## src/design/alz_defs.svh

```systemverilog
`ifndef ALZ_DEFS_SVH
`define ALZ_DEFS_SVH

// ==========================================================
// register map
`define ALZ_RESULT_ADDR    8'h38
`define ALZ_RESULT_RST     8'h00
`define ALZ_PER_SEL_MSB    5
`define ALZ_PER_SEL_LSB    3

// ==========================================================
// zone and period counts
`define ALZ_ZONE_TOP       3'd4
`define ALZ_FAST_PERIODS   2'd3
`define ALZ_NEED_PERIODS   6'd3
`define ALZ_DOWN_BASE      6'd3

// ==========================================================
// timing
`define ALZ_CLK_NS         20
`define ALZ_SAMPLE_NS      140000
`define ALZ_FAST_NS        1100000
`define ALZ_UNIT_NS        1100000

`endif

```

## src/design/alz_pkg.sv

```systemverilog
package alz_pkg;

  typedef logic [2:0] alz_zone_t;

  typedef enum logic [1:0] {
    ALGO_DIRECT,
    ALGO_UP_ONLY,
    ALGO_DOWN_DELAY
  } alz_algo_t;

  typedef enum logic [1:0] {
    DIR_NONE,
    DIR_UP,
    DIR_DOWN
  } alz_dir_t;

  typedef enum logic [1:0] {
    ST_OFF,
    ST_FAST,
    ST_RUN
  } alz_state_t;

  typedef struct packed {
    logic [7:0] high;
    logic [7:0] low;
  } alz_bound_t;

endpackage : alz_pkg

```

## src/design/alz_averager.sv

```systemverilog
`timescale 1ns/1ps
`include "alz_defs.svh"
module alz_averager #(
  parameter int SUM_W = 20,
  parameter int CNT_W = 12
) (
  input  wire logic             clk,
  input  wire logic             rst,
  input  wire logic             clear,
  input  wire logic             smp_valid,
  input  wire logic [7:0]       smp,
  input  wire logic             close,
  output logic      [7:0]       avg_reg,
  output logic                  avg_valid_reg
);
  import alz_pkg::*;

  logic [SUM_W-1:0] sum_reg, sum_next, tot;
  logic [CNT_W-1:0] cnt_reg, cnt_next, num;
  logic [7:0]       avg_next;
  logic             avg_valid_next;

  // ==========================================================
  // accumulate
  always_comb begin
    tot            = sum_reg + (smp_valid ? SUM_W'(smp) : SUM_W'(0));
    num            = cnt_reg + (smp_valid ? CNT_W'(1) : CNT_W'(0));
    sum_next       = tot;
    cnt_next       = num;
    avg_next       = avg_reg;
    avg_valid_next = 1'b0;
    if (clear) begin
      sum_next = '0;
      cnt_next = '0;
    end else if (close) begin
      // a sample landing on the closing edge still counts for this period
      if (num != '0) begin
        avg_next       = 8'(tot / SUM_W'(num));
        avg_valid_next = 1'b1;
      end
      sum_next = '0;
      cnt_next = '0;
    end
  end

  always_ff @(posedge clk) begin
    if (rst) begin
      sum_reg       <= '0;
      cnt_reg       <= '0;
      avg_reg       <= `ALZ_RESULT_RST;
      avg_valid_reg <= 1'b0;
    end else begin
      sum_reg       <= sum_next;
      cnt_reg       <= cnt_next;
      avg_reg       <= avg_next;
      avg_valid_reg <= avg_valid_next;
    end
  end

endmodule : alz_averager

```

## src/design/alz_mapper.sv

```systemverilog
`timescale 1ns/1ps
`include "alz_defs.svh"
module alz_mapper (
  input  wire logic              clk,
  input  wire logic              rst,
  input  wire logic              clear,
  input  wire logic              startup,
  input  wire logic              zone_valid,
  input  wire alz_pkg::alz_zone_t zone,
  input  wire alz_pkg::alz_algo_t algo,
  input  wire logic [4:0]        down_code,
  output alz_pkg::alz_zone_t     target_zone_reg,
  output logic                   target_update_reg
);
  import alz_pkg::*;

  alz_dir_t  dir_reg, dir_next, new_dir;
  logic [5:0] cnt_reg, cnt_next, need;
  logic      met_reg, met_next, force_req, allowed, up, dn, upd_next;
  alz_zone_t prev_reg, prev_next, tgt_next;

  // ==========================================================
  // consecutive-period tracking, own copy per mapper
  always_comb begin
    dir_next  = dir_reg;
    cnt_next  = cnt_reg;
    met_next  = met_reg;
    prev_next = prev_reg;
    tgt_next  = target_zone_reg;
    upd_next  = 1'b0;
    force_req = 1'b0;
    up        = zone > prev_reg;
    dn        = zone < prev_reg;
    new_dir   = up ? DIR_UP : DIR_DOWN;
    if (clear) begin
      dir_next  = DIR_NONE;
      cnt_next  = '0;
      met_next  = 1'b0;
      prev_next = '0;
      tgt_next  = '0;
    end else if (zone_valid) begin
      prev_next = zone;
      if (startup) begin
        // fast start-up: target follows the zone so it settles quickly
        dir_next  = DIR_NONE;
        cnt_next  = '0;
        met_next  = 1'b0;
        force_req = 1'b1;
      end else if (met_reg) begin
        if ((up && dir_reg == DIR_UP) || (dn && dir_reg == DIR_DOWN)) begin
          force_req = 1'b1;
        end else if (up || dn) begin
          dir_next = new_dir;
          cnt_next = 6'd1;
          met_next = 1'b0;
        end else begin
          dir_next = DIR_NONE;
          cnt_next = '0;
          met_next = 1'b0;
        end
      end else begin
        if (up || dn) begin
          if (new_dir == dir_reg) begin
            cnt_next = cnt_reg + 6'd1;
          end else begin
            dir_next = new_dir;
            cnt_next = 6'd1;
          end
        end else if (dir_reg != DIR_NONE) begin
          cnt_next = cnt_reg + 6'd1;
        end
        if (dir_next != DIR_NONE && cnt_next >= need) begin
          met_next  = 1'b1;
          force_req = 1'b1;
        end
      end
      if (force_req && allowed && zone != target_zone_reg) begin
        tgt_next = zone;
        upd_next = 1'b1;
      end
    end
  end

  // ==========================================================
  // algorithm selection
  always_comb begin
    need = `ALZ_NEED_PERIODS;
    if (dir_next == DIR_DOWN && algo == ALGO_DOWN_DELAY) begin
      need = `ALZ_NEED_PERIODS + `ALZ_DOWN_BASE + {1'b0, down_code};
    end
    // direct moves both ways; outside start-up, up-only ignores down criteria and any move to a lower target
    allowed = startup || algo != ALGO_UP_ONLY ||
      (dir_next != DIR_DOWN && zone > target_zone_reg);
  end

  always_ff @(posedge clk) begin
    if (rst) begin
      dir_reg           <= DIR_NONE;
      cnt_reg           <= '0;
      met_reg           <= 1'b0;
      prev_reg          <= '0;
      target_zone_reg   <= '0;
      target_update_reg <= 1'b0;
    end else begin
      dir_reg           <= dir_next;
      cnt_reg           <= cnt_next;
      met_reg           <= met_next;
      prev_reg          <= prev_next;
      target_zone_reg   <= tgt_next;
      target_update_reg <= upd_next;
    end
  end
endmodule : alz_mapper

```

## src/design/alz_tracker.sv

```systemverilog
// Operation
// average all samples of one period; period chosen by config bits 5 to 3.
// while enabled, refresh the readable average at 0x38 every period.
// at each period end store the zone of the averaged voltage.
// starting the sensor interface puts the zone at zone 0.
// during start-up use a fast 1.1 ms average period.
// start-up lasts three fast periods, then the programmed period applies.
// each of three mappers picks direct, up-only or down-delay.
// raise target only after three consecutive rising or rose-and-held periods.
// lower target only after three consecutive falling or fell-and-held periods.
// after the criterion, a further same-way change moves target at once.
// after the criterion, no change or reversal needs the full criterion again.
// averager output holds the zone of the last finished period.
// target changes happen only at a period boundary.
// a forced change takes the target indexed by the averager zone.
// direct mode moves the target up and down.
// up-only mode never lowers the target; in start-up the code lets the target follow the zone down.
// five zones from four boundary pairs of 8-bit high and low.
// go up only above the high threshold, down only below low.
// while enabled, take a sample every 140 us.
// down-delay adds code plus 3 extra periods before lowering.
// re-enabling resets zone, counters and repeats the fast start-up.
// each mapper keeps its own counters and direction.
`timescale 1ns/1ps
`include "alz_defs.svh"
module alz_tracker #(
  parameter int CNT_W         = 24,
  parameter int SAMPLE_CYCLES = (`ALZ_SAMPLE_NS + `ALZ_CLK_NS - 1) / `ALZ_CLK_NS,
  parameter int FAST_CYCLES   = (`ALZ_FAST_NS + `ALZ_CLK_NS - 1) / `ALZ_CLK_NS,
  parameter int UNIT_CYCLES   = (`ALZ_UNIT_NS + `ALZ_CLK_NS - 1) / `ALZ_CLK_NS
) (
  input  wire logic                     clk,
  input  wire logic                     rst,
  input  wire logic                     als_enable,
  input  wire logic [7:0]               als_config,
  input  wire alz_pkg::alz_algo_t [2:0] mapper_algo,
  input  wire logic [4:0]               down_delay_code,
  input  wire alz_pkg::alz_bound_t [3:0] zone_bound,
  input  wire logic                     adc_valid,
  input  wire logic [7:0]               adc_data,
  input  wire logic [7:0]               reg_addr,
  output logic                          adc_start,
  output logic [7:0]                    reg_rd_data,
  output logic [7:0]                    avg_result,
  output alz_pkg::alz_zone_t            averager_zone,
  output alz_pkg::alz_zone_t [2:0]      target_zone,
  output logic [2:0]                    target_update,
  output logic                          startup_active
);
  import alz_pkg::*;

  alz_state_t       st_reg, st_next;
  logic [1:0]       fast_cnt_reg, fast_cnt_next;
  logic [CNT_W-1:0] per_cnt_reg, per_cnt_next, per_len;
  logic [CNT_W-1:0] smp_cnt_reg, smp_cnt_next;
  logic             per_end_reg, per_end_next;
  logic             adc_start_reg, adc_start_next;
  logic             en_q_reg, clr;
  logic             end_fast_reg, end_fast_next;
  logic             avg_fast_reg, avg_fast_next;
  logic             zone_valid_reg, zone_valid_next;
  logic             zone_fast_reg, zone_fast_next;
  logic             startup_reg, startup_next;
  alz_zone_t        zone_reg, zone_next;
  logic [7:0]       avg_out, avg_result_reg, avg_result_next;
  logic [7:0]       rd_data_reg, rd_data_next;
  logic             avg_valid;

  // ==========================================================
  // start and restart detection
  // a rising enable clears the divider, averager sums, zone and mappers; the last average result is kept
  assign clr = !als_enable || !en_q_reg;

  always_ff @(posedge clk) begin
    if (rst) begin
      en_q_reg <= 1'b0;
    end else begin
      en_q_reg <= als_enable;
    end
  end

  // ==========================================================
  // sample request divider
  always_comb begin
    smp_cnt_next   = smp_cnt_reg + CNT_W'(1);
    adc_start_next = 1'b0;
    if (clr) begin
      smp_cnt_next = '0;
    end else if (smp_cnt_reg == CNT_W'(SAMPLE_CYCLES - 1)) begin
      smp_cnt_next   = '0;
      adc_start_next = 1'b1;
    end
  end

  always_ff @(posedge clk) begin
    if (rst) begin
      smp_cnt_reg   <= '0;
      adc_start_reg <= 1'b0;
    end else begin
      smp_cnt_reg   <= smp_cnt_next;
      adc_start_reg <= adc_start_next;
    end
  end

  // ==========================================================
  // start-up sequencer and average period timer
  always_comb begin
    if (st_reg == ST_FAST) begin
      per_len = CNT_W'(FAST_CYCLES);
    end else begin
      per_len = CNT_W'(UNIT_CYCLES) *
        CNT_W'({1'b0, als_config[`ALZ_PER_SEL_MSB:`ALZ_PER_SEL_LSB]} + 4'd1);
    end
  end

  always_comb begin
    st_next       = st_reg;
    fast_cnt_next = fast_cnt_reg;
    per_cnt_next  = per_cnt_reg + CNT_W'(1);
    per_end_next  = 1'b0;
    end_fast_next = 1'b0;
    if (!als_enable) begin
      st_next       = ST_OFF;
      fast_cnt_next = '0;
      per_cnt_next  = '0;
    end else if (!en_q_reg) begin
      st_next       = ST_FAST;
      fast_cnt_next = '0;
      per_cnt_next  = '0;
    end else if (per_cnt_reg == per_len - CNT_W'(1)) begin
      per_cnt_next  = '0;
      per_end_next  = 1'b1;
      end_fast_next = st_reg == ST_FAST;
      if (st_reg == ST_FAST) begin
        fast_cnt_next = fast_cnt_reg + 2'd1;
        if (fast_cnt_next == `ALZ_FAST_PERIODS) begin
          st_next = ST_RUN;
        end
      end
    end
    startup_next = st_next == ST_FAST;
  end

  always_ff @(posedge clk) begin
    if (rst) begin
      st_reg       <= ST_OFF;
      fast_cnt_reg <= '0;
      per_cnt_reg  <= '0;
      per_end_reg  <= 1'b0;
      end_fast_reg <= 1'b0;
      startup_reg  <= 1'b0;
    end else begin
      st_reg       <= st_next;
      fast_cnt_reg <= fast_cnt_next;
      per_cnt_reg  <= per_cnt_next;
      per_end_reg  <= per_end_next;
      end_fast_reg <= end_fast_next;
      startup_reg  <= startup_next;
    end
  end

  // ==========================================================
  // sample averager
  alz_averager #(
    .SUM_W (20),
    .CNT_W (12)
  ) u_averager (
    .clk           (clk),
    .rst           (rst),
    .clear         (clr),
    .smp_valid     (adc_valid),
    .smp           (adc_data),
    .close         (per_end_reg),
    .avg_reg       (avg_out),
    .avg_valid_reg (avg_valid)
  );

  // ==========================================================
  // zone decision with hysteresis
  function automatic alz_zone_t classify(input alz_zone_t z, input logic [7:0] v,
                                         input alz_bound_t [3:0] b);
    alz_zone_t r;
    r = z;
    for (int i = 0; i < 4; i++) begin
      if (r < `ALZ_ZONE_TOP && v > b[2'(r)].high) begin
        r = r + 3'd1;
      end
    end
    for (int i = 0; i < 4; i++) begin
      if (r > 3'd0 && v < b[2'(r - 3'd1)].low) begin
        r = r - 3'd1;
      end
    end
    return r;
  endfunction : classify

  always_comb begin
    zone_next       = zone_reg;
    avg_result_next = avg_result_reg;
    avg_fast_next   = per_end_reg ? end_fast_reg : avg_fast_reg;
    zone_valid_next = 1'b0;
    zone_fast_next  = 1'b0;
    if (clr) begin
      zone_next = '0;
    end else if (avg_valid) begin
      // updated only at a period end, so it lags the period in progress
      zone_next       = classify(zone_reg, avg_out, zone_bound);
      avg_result_next = avg_out;
      zone_valid_next = 1'b1;
      zone_fast_next  = avg_fast_reg;
    end
    rd_data_next = (reg_addr == `ALZ_RESULT_ADDR) ? avg_result_reg : 8'h00;
  end

  always_ff @(posedge clk) begin
    if (rst) begin
      zone_reg       <= '0;
      avg_result_reg <= `ALZ_RESULT_RST;
      avg_fast_reg   <= 1'b0;
      zone_valid_reg <= 1'b0;
      zone_fast_reg  <= 1'b0;
      rd_data_reg    <= 8'h00;
    end else begin
      zone_reg       <= zone_next;
      avg_result_reg <= avg_result_next;
      avg_fast_reg   <= avg_fast_next;
      zone_valid_reg <= zone_valid_next;
      zone_fast_reg  <= zone_fast_next;
      rd_data_reg    <= rd_data_next;
    end
  end

  // ==========================================================
  // zone mappers: index 0, 1, 2 are zone_mapper_one, two, three
  for (genvar m = 0; m < 3; m++) begin : zone_mapper
    alz_mapper u_map (
      .clk               (clk),
      .rst               (rst),
      .clear             (clr),
      .startup           (zone_fast_reg),
      .zone_valid        (zone_valid_reg),
      .zone              (zone_reg),
      .algo              (mapper_algo[m]),
      .down_code         (down_delay_code),
      .target_zone_reg   (target_zone[m]),
      .target_update_reg (target_update[m])
    );
  end

  assign adc_start      = adc_start_reg;
  assign reg_rd_data    = rd_data_reg;
  assign avg_result     = avg_result_reg;
  assign averager_zone  = zone_reg;
  assign startup_active = startup_reg;
endmodule : alz_tracker

```

## config.mk

```make
export PLATFORM = sky130hd
export DESIGN_NAME = alz_tracker
export DESIGN_NICKNAME = d
export VERILOG_FILES = /design/src/design/alz_pkg.sv /design/src/design/alz_averager.sv /design/src/design/alz_mapper.sv /design/src/design/alz_tracker.sv
export VERILOG_INCLUDE_DIRS = /design/src /design/src/design
export SDC_FILE = /design/constraint.sdc
export NUM_CORES = 1
export LEC_CHECK = 0
export ABC_AREA = 0
export BUFFER_PORTS_ARGS = -buffer_cell sky130_fd_sc_hd__buf_4
export CAP_MARGIN = 25
export CORE_ASPECT_RATIO = 1.5
export CORE_MARGIN = 3
export CORE_UTILIZATION = 33
export DETAILED_ROUTE_END_ITERATION = 7
export GPL_ROUTABILITY_DRIVEN = 0
export PLACE_DENSITY = 0.46
export REMOVE_ABC_BUFFERS = 1
export SLEW_MARGIN = 10
export SYNTH_ARGS = -nofsm -noshare
export SYNTH_HDL_FRONTEND = slang
export SYNTH_SLANG_ARGS = --single-unit
```

## constraint.sdc

```tcl
create_clock -name clk -period 52.4 [get_ports clk]
set_input_delay 10.48 -clock clk [delete_from_list [all_inputs] [get_ports clk]]
set_output_delay 10.48 -clock clk [all_outputs]
set_load 0.1 [all_outputs]
```

==> impl_metrics.csv, run 1 <==
group,metric,value,unit
synthesis,synth_top_area_share,17.5,%
layout,nNetsFinal,3537,
die,initial_core_util,33.5,%
sta,tightest_slew,0.981,ns
critical_path,endpoint_kind,"flop",
sta,slew_headroom,34.0,%
synthesis,syn_inst,2837,
synthesis,synth_warnings,0,
grt,grt_pass1_wl,114000,um
synthesis,synth_compound_area_share,20.9,%
critical_path,worstPathMaxFanout,10,
critical_path,start_kind,"input pin",
die,num_rows,116,
synthesis,synth_edf_count,0,
hold_path,hold_path_end,"smp_cnt_reg[0]",
placement,io_buffers,130,
grt,antenna_found_initial,0,
sta,setup_viol,0,
clock_tree,cts_buffers,17,
critical_path,crit_arrival,50.28,ns
clock_tree,clk_pin_slew,0.07,ns
sta,period_minus_slack,49.95,ns
clock_tree,cts_buffer_depth,2,
synthesis,synthFlopType,"dfxtp_1",
critical_path,cpPeakStageDelay,0.48,ns
sta,skew,0.0125,ns
synthesis,synth_area_leaders,"ha_1 (18%), dfxtp_1 (14%), nor2_1 (5.9%)",
die,io_pins,136,
grt,grt_max_degree,38,
critical_path,r2r_slack,12.40,ns
grt,grt_pass1_vias,21700,
status,outcome,"finished, final reports clean",
synthesis,syn_avg_cell_area,7.91,um2
detailed_routing,vias,21900,
die,core-area,67100,um2
run,cap_violations,0,
layout,drive_gt1_share,21.4,%
clock_tree,insertion_delay,0.45,ns
detailed_routing,drtIter0Drc,917,
placement,dp_slack,-0.547,ns
layout,design_area,27000,um2
synthesis,synth_top_family_by_area,"simple AND/OR/NAND/NOR gates",
sta,hold_violations,0,
critical_path,r2r_end,"u_averager.avg_reg[0]",
synthesis,synth_largest_area_cell,"ha_1",
grt,grt_usage,19.8,%
hold_path,hp-start,"smp_cnt_reg[0]",
die,die_w,219,um
sta,worst_slack,2.45,ns
critical_path,crit_path_frequent_cell,"o21a_1",
critical_path,crit_path_top_delay_cell,"or4_4",
synthesis,yosys.area_share.simple,23.5,%
hold_path,min_path_cells,1,
clock_tree,cts_tree,"done",
sta,drv_slew,0,
die,die_height,325,um
detailed_routing,via_per_inst,5.44,
hold_path,hp-class,"reg2reg",
synthesis,ys_ff_latch,162,
detailed_routing,drt_wl_total,72300,um
critical_path,setup.worst_path.class,"in2reg",
sta,period_share,95.3,%
synthesis,synth-xor-area-share,8.34,%
layout,utilization,40.3,%
critical_path,worstPathRequired,52.72,ns
clock_tree,htree_num_levels,4,
clock_tree,numClockSinks,162,
critical_path,path_buf_inv,16,
synthesis,async_flop_share,0,%
detailed_routing,wire_per_inst,18.0,um
detailed_routing,drc,0,
detailed_routing,dr.pass1.iters,5,
synthesis,synth_cell_types,116,
synthesis,synthMuxAreaShare,10.6,%
layout,synthToLayoutAreaGrowth,20.5,%
detailed_routing,ant_nets,0,
synthesis,synth_area,22400,um2
placement,dpl.hpwl,58100,um
grt,gr-total-overflow,0,
sta,fmax,20.0,MHz
placement,placed_area,25600,um2
critical_path,cp_top_family,"compound AO/OA/AOI/OAI gates",
critical_path,timing.rr.start,"u_averager.cnt_reg[0]",
clock_tree,cts_root_buf,"clkbuf_16",
synthesis,yosysSeqAreaShare,14.5,%
die,die-area,71200,um2
synthesis,synthAdderAreaFrac,17.8,%
critical_path,r2r_cells,210,
layout,fill_cells,6996,
layout,num_antenna_cells,0,
[per-stage QoR]
step | TNS [ns] | hold slack [ns] | instances
5_1_grt | -0.273 | 0.475 | 4015
2_1_floorplan | -1.42 | 0.418 | 2753
3_5_place_dp | -0.547 | 0.440 | 3955
4_1_cts | 0 | 0.451 | 3988
3_3_place_gp | -0.216 | 0.427 | 3955
6_report | 0 | 0.449 | 4015
[area by class of cell]
cell class              count  area [um2]  area share (%)
well taps                 885        1110            4.10
flip-flops and latches    162        3240            12.0
multi-input cells        2431       18800            69.7
repair buffers            345        2610            9.66
clock buffers              17         425            1.57
inverters                 160         601            2.22
clock inverters            15         194           0.718
[layer usage]
layer | share of wire (%) | up-vias | global-route usage [%]
met1 | 40 | 10400 | 21.6
met5 | 0 | - | 0
met4 | 3.5 | 0 | 6.98
met2 | 55 | 351 | 39.0
met3 | 2.1 | 128 | 1.52
li1 | - | 11000 | -
[kinds of logic (layout without fill, tap and decap cells)]
kind of cell	Yosys count	after routing
AOI/OAI and AO/OA	676	676
xor gates and xnor gates	212	212
adders and majority gates	317	317
buffers and inverters	244	537
DFF	162	162
muxes	162	162
and+or+nand+nor	1064	1064
[Yosys cell counts (6+ instances only)]
library cell    n
nand3_1        97
ha_1          314
buf_4           9
nor2b_1        31
nor2_1        355
nand3b_1       14
nand4_1        46
o211a_1         8
nor4b_1         8
mux2_2         59
a31oi_1        28
nor3b_1         7
or3_1          28
o31ai_1        36
and4_1          7
mux2i_1        47
or2_2          32
nand2b_1       42
o21ai_1         7
clkbuf_1       54
buf_2          14
nand2_1       183
o211ai_1       24
a22oi_1        20
a21boi_0        8
a21oi_1       163
and2_1         51
mux4_2         53
o21a_1         76
a2111oi_0       6
a211o_1         9
or4_1           8
xor2_1         91
a21o_1         58
and3_1         26
nor3_1         80
o22ai_1        11
xnor2_1       119
dfxtp_1       162
nor4_1         18
inv_1         157
a211oi_1       20
o21ai_0       101
[repair_timing]
action                                 4_1_cts  5_1_grt
buffers inserted                             1       25
setup endpoints to repair                    1        2
gates resized for setup                      4      119
endpoints found under the hold margin        0        0
pin swaps                                    1       36
hold buffers                                 0        0
[layout by cell type, fill, tap and decap left out, types with 46 or more instances in the layout]
master   synthesis  routed
dfxtp_1        162     162
xnor2_1        119     115
a21o_1          58      58
mux2_2          59      58
and2_1          51      49
nand3_1         97      95
nand4_1         46      46
nand2_1        183     179
o21a_1          76      73
ha_1           314     304
mux4_2          53      53
o21ai_0        101      89
a21oi_1        163     151
nor2_1         355     349
buf_4            9     340
inv_1          157     157
nor3_1          80      79
xor2_1          91      87
[worst max-delay path by stage]
stage / endpoint / startpoint / depth (start not counted)
floorplan: u_averager.avg_reg[0] / adc_valid / 194
finish: u_averager.avg_reg[0] / adc_valid / 210
CTS: u_averager.avg_reg[0] / adc_valid / 204
global route: u_averager.avg_reg[0] / adc_valid / 214
detailed placement: u_averager.avg_reg[0] / adc_valid / 203
global placement: u_averager.avg_reg[0] / adc_valid / 204
Power of run 1 is left out: the tool's default activity adds up to more than one toggle a clock period on the data nets, which glitch-free logic cannot reach.
==> inputs of run 2 (changes only) <==
Settings changed: PLACE_DENSITY 0.46 to 0.45.
Clock period 52.4 ns to 50 ns, I/O delays scaled along.
==> run 2 against run 1 <==
Compared with the run above:
- die area did not move
- global-route usage rose by 2.0 points
- sequential cell count did not move
- largest cell class unchanged
- non-clock buffer count rose by 400
- critical path depth rose by 3
- worst hold slack improved by 0.00081 ns
==> impl_metrics.csv, run 2 (same netlist as run 1, synthesis figures left out) <==
group,metric,value,unit
grt,grt_pass1_wl,124000,um
clock_tree,clk_pin_slew,0.07,ns
critical_path,timing.rr.start,"u_averager.cnt_reg[4]",
detailed_routing,drtIter0Drc,1040,
layout,most-common-layout-cells,"buf_4 (729), nor2_1 (345), ha_1 (292), nand2_1 (177), dfxtp_1 (162)",
sta,period_minus_slack,48.62,ns
layout,num_antenna_cells,0,
critical_path,crit_path_top_delay_cell,"or4_4",
sta,setup_viol,0,
clock_tree,cts_buffer_depth,2,
placement,dpl.hpwl,63600,um
detailed_routing,dr.pass1.iters,5,
sta,tightest_slew,0.928,ns
critical_path,setup.worst_path.class,"in2reg",
detailed_routing,drc,0,
detailed_routing,drt_wl_total,79700,um
clock_tree,ctsHoldBuffers,0,
hold_path,hold_path_end,"smp_cnt_reg[0]",
critical_path,crit_arrival,48.97,ns
critical_path,crit_path_frequent_cell,"o21a_1",
sta,drv_slew,0,
critical_path,cpPeakStageDelay,0.56,ns
die,num_rows,116,
die,initial_core_util,33.5,%
clock_tree,cts_buffers,17,
critical_path,startpoint,"adc_valid",
critical_path,r2r_cells,211,
grt,gr-total-overflow,0,
critical_path,worstPathMaxFanout,9,
clock_tree,insertion_delay,0.48,ns
die,io_pins,136,
die,die_w,219,um
clock_tree,htree_num_levels,4,
placement,io_buffers,130,
layout,synthToLayoutAreaGrowth,35.3,%
grt,grt_pass1_vias,24100,
critical_path,worstPathRequired,50.35,ns
hold_path,hp-start,"smp_cnt_reg[0]",
die,die_height,325,um
clock_tree,numClockSinks,162,
detailed_routing,vias,23600,
grt,grt_max_degree,39,
grt,antenna_found_initial,1,
hold_path,hp-class,"reg2reg",
status,outcome,"finished, final reports clean",
layout,nNetsFinal,3938,
clock_tree,cts_root_buf,"clkbuf_16",
layout,drive_gt1_share,31.7,%
layout,utilization,45.3,%
layout,layout_commonest_cell,"buf_4",
sta,rsz0062_at_grt,"yes",
critical_path,start_kind,"input pin",
die,die-area,71200,um2
hold_path,min_path_cells,1,
detailed_routing,ant_nets,0,
critical_path,endpoint_kind,"flop",
run,cap_violations,0,
sta,fmax,20.6,MHz
critical_path,r2r_end,"u_averager.avg_reg[0]",
sta,skew,0.0145,ns
detailed_routing,via_per_inst,5.35,
clock_tree,cts_tree,"done",
die,core-area,67100,um2
sta,period_share,97.2,%
critical_path,r2r_slack,10.55,ns
sta,slew_headroom,37.6,%
sta,hold_violations,0,
detailed_routing,wire_per_inst,18.0,um
grt,grt_usage,21.7,%
-- run 2: metal layers --
| layer | up-vias | GRT usage, % | wire length, um |
|---|---|---|---|
| met5 | - | 0 | 0 |
| met4 | 0 | 8.99 | 3890 |
| met3 | 176 | 2.25 | 2020 |
| met2 | 405 | 43.6 | 43300 |
| met1 | 11200 | 22.2 | 30400 |
| li1 | 11800 | - | - |
-- run 2: through the flow --
step | setup TNS, ns | hold slack [ns] | cell area (um2) | worst slack, ns | instances
floorplan | -5.10 | 0.418 | 22000 | -3.34 | 2753
global placement | -1.83 | 0.428 | 28400 | -1.80 | 4334
detailed placement | -2.47 | 0.437 | 28500 | -2.11 | 4336
CTS | 0 | 0.450 | 29400 | 0.00411 | 4374
global route | -0.863 | 0.460 | 30400 | -0.863 | 4415
finish | 0 | 0.450 | 30400 | 1.38 | 4415
-- run 2: how the worst max path moves through the flow --
stage / end / slack (ns) / depth (start not counted)
final: u_averager.avg_reg[0] / 1.38 / 213
after global routing: u_averager.avg_reg[0] / -0.86 / 221
after CTS: u_averager.avg_reg[0] / 0.004 / 214
after detailed placement: u_averager.avg_reg[0] / -2.11 / 205
after global placement: u_averager.avg_reg[0] / -1.80 / 209
after floorplan: u_averager.avg_reg[0] / -3.34 / 194
-- run 2: critical path, delay by kind of cell --
family / cells / cell delay (ns)
AO/OA/AOI/OAI: 111 / 20.14
AND/OR/NAND/NOR: 55 / 8.68
adder cells (fa/ha/maj): 21 / 5.84
buffers and inverters: 21 / 2.91
multiplexers: 4 / 1.15
XOR/XNOR: 1 / 0.17
-- run 2: layout make-up --
class | count | area (um2)
flip-flops and latches | 162 | 3240
multi-input cells | 2432 | 19100
clock inverters | 14 | 195
inverters | 160 | 601
repair buffers | 745 | 5660
well taps | 885 | 1110
fillers | 6815 | 36700
clock buffers | 17 | 425
-- run 2: repair_timing --
action / 4_1_cts / 5_1_grt
setup buffers: 6 / 39
pin swaps: 14 / 98
setup endpoints to repair: 2 / 2
gates cloned: 1 / 0
gates resized for setup: 62 / 145
Power of run 2 is left out for the same reason.
==> inputs of run 3 (changes only) <==
Settings changed: REMOVE_ABC_BUFFERS 1 to unset.
==> run 3 against run 2 <==
Compared with the run above:
- worst hold slack worse by 0.0016 ns
- register-to-register slack worse by 0.04 ns
- first-iteration DRC count shrank 4.7%
- sequential cell count stayed put
- utilization about the same
- clock-buffer cell count increased by 2
- global-route usage decreased by 0.96 points
- sequential share of layout area is essentially flat
- die area stayed put
- cell count is 0.39% lower
- critical endpoint unchanged
==> impl_metrics.csv, run 3 (same netlist as run 1, synthesis figures left out) <==
group,metric,value,unit
grt,grt_pass1_vias,23900,
layout,finalNonFillerCells,4398,
layout,most-common-layout-cells,"buf_4 (711), nor2_1 (344), ha_1 (294), nand2_1 (175), dfxtp_1 (162)",
critical_path,setup.worst_path.class,"in2reg",
sta,setup_viol,0,
clock_tree,insertion_delay,0.45,ns
grt,grt_max_degree,45,
clock_tree,cts_root_buf,"clkbuf_16",
detailed_routing,ant_nets,0,
layout,layout_commonest_cell,"buf_4",
layout,fill_cells,6694,
clock_tree,clk_pin_slew,0.07,ns
critical_path,r2r_cells,205,
critical_path,timing.rr.start,"u_averager.cnt_reg[5]",
clock_tree,numClockSinks,162,
status,outcome,"finished, final reports clean",
layout,nNetsFinal,3920,
layout,num_antenna_cells,0,
placement,dp_cells,4307,
die,core-area,67100,um2
die,die-area,71200,um2
detailed_routing,drtIter0Drc,991,
detailed_routing,via_per_inst,5.35,
sta,tightest_slew,1.11,ns
sta,hold_violations,0,
placement,dpl.hpwl,61100,um
critical_path,endpoint_kind,"flop",
sta,period_share,97.5,%
sta,skew,0.0122,ns
die,num_rows,116,
critical_path,worstPathMaxFanout,9,
die,die_height,325,um
grt,antenna_found_initial,3,
layout,register_area,3240,um2
clock_tree,cts_buffer_depth,2,
critical_path,crit_path_top_delay_cell,"or4_4",
run,cap_violations,0,
sta,rsz0062_at_grt,"yes",
grt,grt_pass1_wl,120000,um
sta,worst_slack,1.25,ns
detailed_routing,vias,23600,
sta,slew_headroom,25.7,%
die,io_pins,136,
die,die_w,219,um
critical_path,cpPeakStageDelay,0.51,ns
critical_path,crit_end,"u_averager.avg_reg[0]",
clock_tree,cts_tree,"done",
detailed_routing,drt_wl_total,76000,um
clock_tree,cts_buffers,17,
detailed_routing,wire_per_inst,17.3,um
placement,dp_slack,-2.07,ns
critical_path,crit_arrival,49.07,ns
placement,io_buffers,130,
layout,synthToLayoutAreaGrowth,35.2,%
critical_path,r2r_end,"u_averager.avg_reg[0]",
critical_path,start_kind,"input pin",
sta,period_minus_slack,48.75,ns
critical_path,crit_path_frequent_cell,"o21a_1",
hold_path,hp-class,"reg2reg",
detailed_routing,drc,0,
grt,gr-total-overflow,0,
detailed_routing,dr.pass1.iters,5,
critical_path,worstPathRequired,50.33,ns
grt,grt_usage,20.8,%
die,initial_core_util,33.5,%
sta,fmax,20.5,MHz
sta,drv_slew,0,
clock_tree,htree_num_levels,4,
layout,multi_input_area,19200,um2
critical_path,r2r_slack,10.51,ns
critical_path,startpoint,"adc_data[2]",
layout,drive_gt1_share,31.8,%
synthesis,syn-num-nets,3257,
[run 3: worst max-delay path, delay by kind of cell]
kind / cells / cell delay (ns)
AO/OA/AOI/OAI: 106 / 20.27
XOR/XNOR: 1 / 0.18
adder cells (fa/ha/maj): 21 / 5.75
buffers and inverters: 25 / 3.41
multiplexers: 4 / 1.06
AND/OR/NAND/NOR: 51 / 8.29
[run 3: worst min-delay path by stage]
stage	startpoint	slack (ns)	to	cells after the start
2_1_floorplan	per_cnt_reg[0]	0.42	per_cnt_reg[0]	1
3_3_place_gp	per_cnt_reg[0]	0.43	per_cnt_reg[0]	1
3_5_place_dp	per_cnt_reg[0]	0.44	per_cnt_reg[0]	1
4_1_cts	per_cnt_reg[0]	0.45	per_cnt_reg[0]	1
5_1_grt	per_cnt_reg[0]	0.47	per_cnt_reg[0]	1
6_report	smp_cnt_reg[0]	0.45	smp_cnt_reg[0]	1
[run 3: final cells by class]
cell class / instances / share of cell area [%]
Tap cell: 885 / 3.65
Sequential cell: 162 / 10.7
Inverter: 160 / 1.98
Timing Repair Buffer: 728 / 18.2
Clock inverter: 13 / 0.582
Clock buffer: 19 / 1.43
Multi-Input combinational cell: 2431 / 63.4
[run 3: layer usage]
| layer | part of all wire (%) | up-vias | wire [um] | GRT usage (%) |
|---|---|---|---|---|
| met5 | 0.016 | - | 12 | 0 |
| met4 | 3.6 | 2 | 2720 | 7.60 |
| met3 | 2.7 | 134 | 2030 | 1.82 |
| met2 | 55 | 423 | 42100 | 41.8 |
| met1 | 38 | 11200 | 29100 | 21.7 |
| li1 | - | 11800 | - | - |
[run 3: per-stage QoR]
step	hold slack, ns	TNS (ns)	utilization [%]	area (um2)
floorplan	0.418	0	-	22600
global placement	0.430	-1.84	42.3	28300
detailed placement	0.438	-2.09	42.3	28300
CTS	0.449	0	43.6	29200
global route	0.472	-1.11	45.2	30300
finish	0.448	0	45.2	30300
[run 3: what timing repair did]
item                       in CTS  in global routing
setup buffers                  11                 46
hold buffers                    0                  0
setup endpoints to repair       1                  2
resized for setup              47                156
pin swaps                      17                118
hold endpoints to repair        0                  0
Power of run 3 is left out for the same reason.
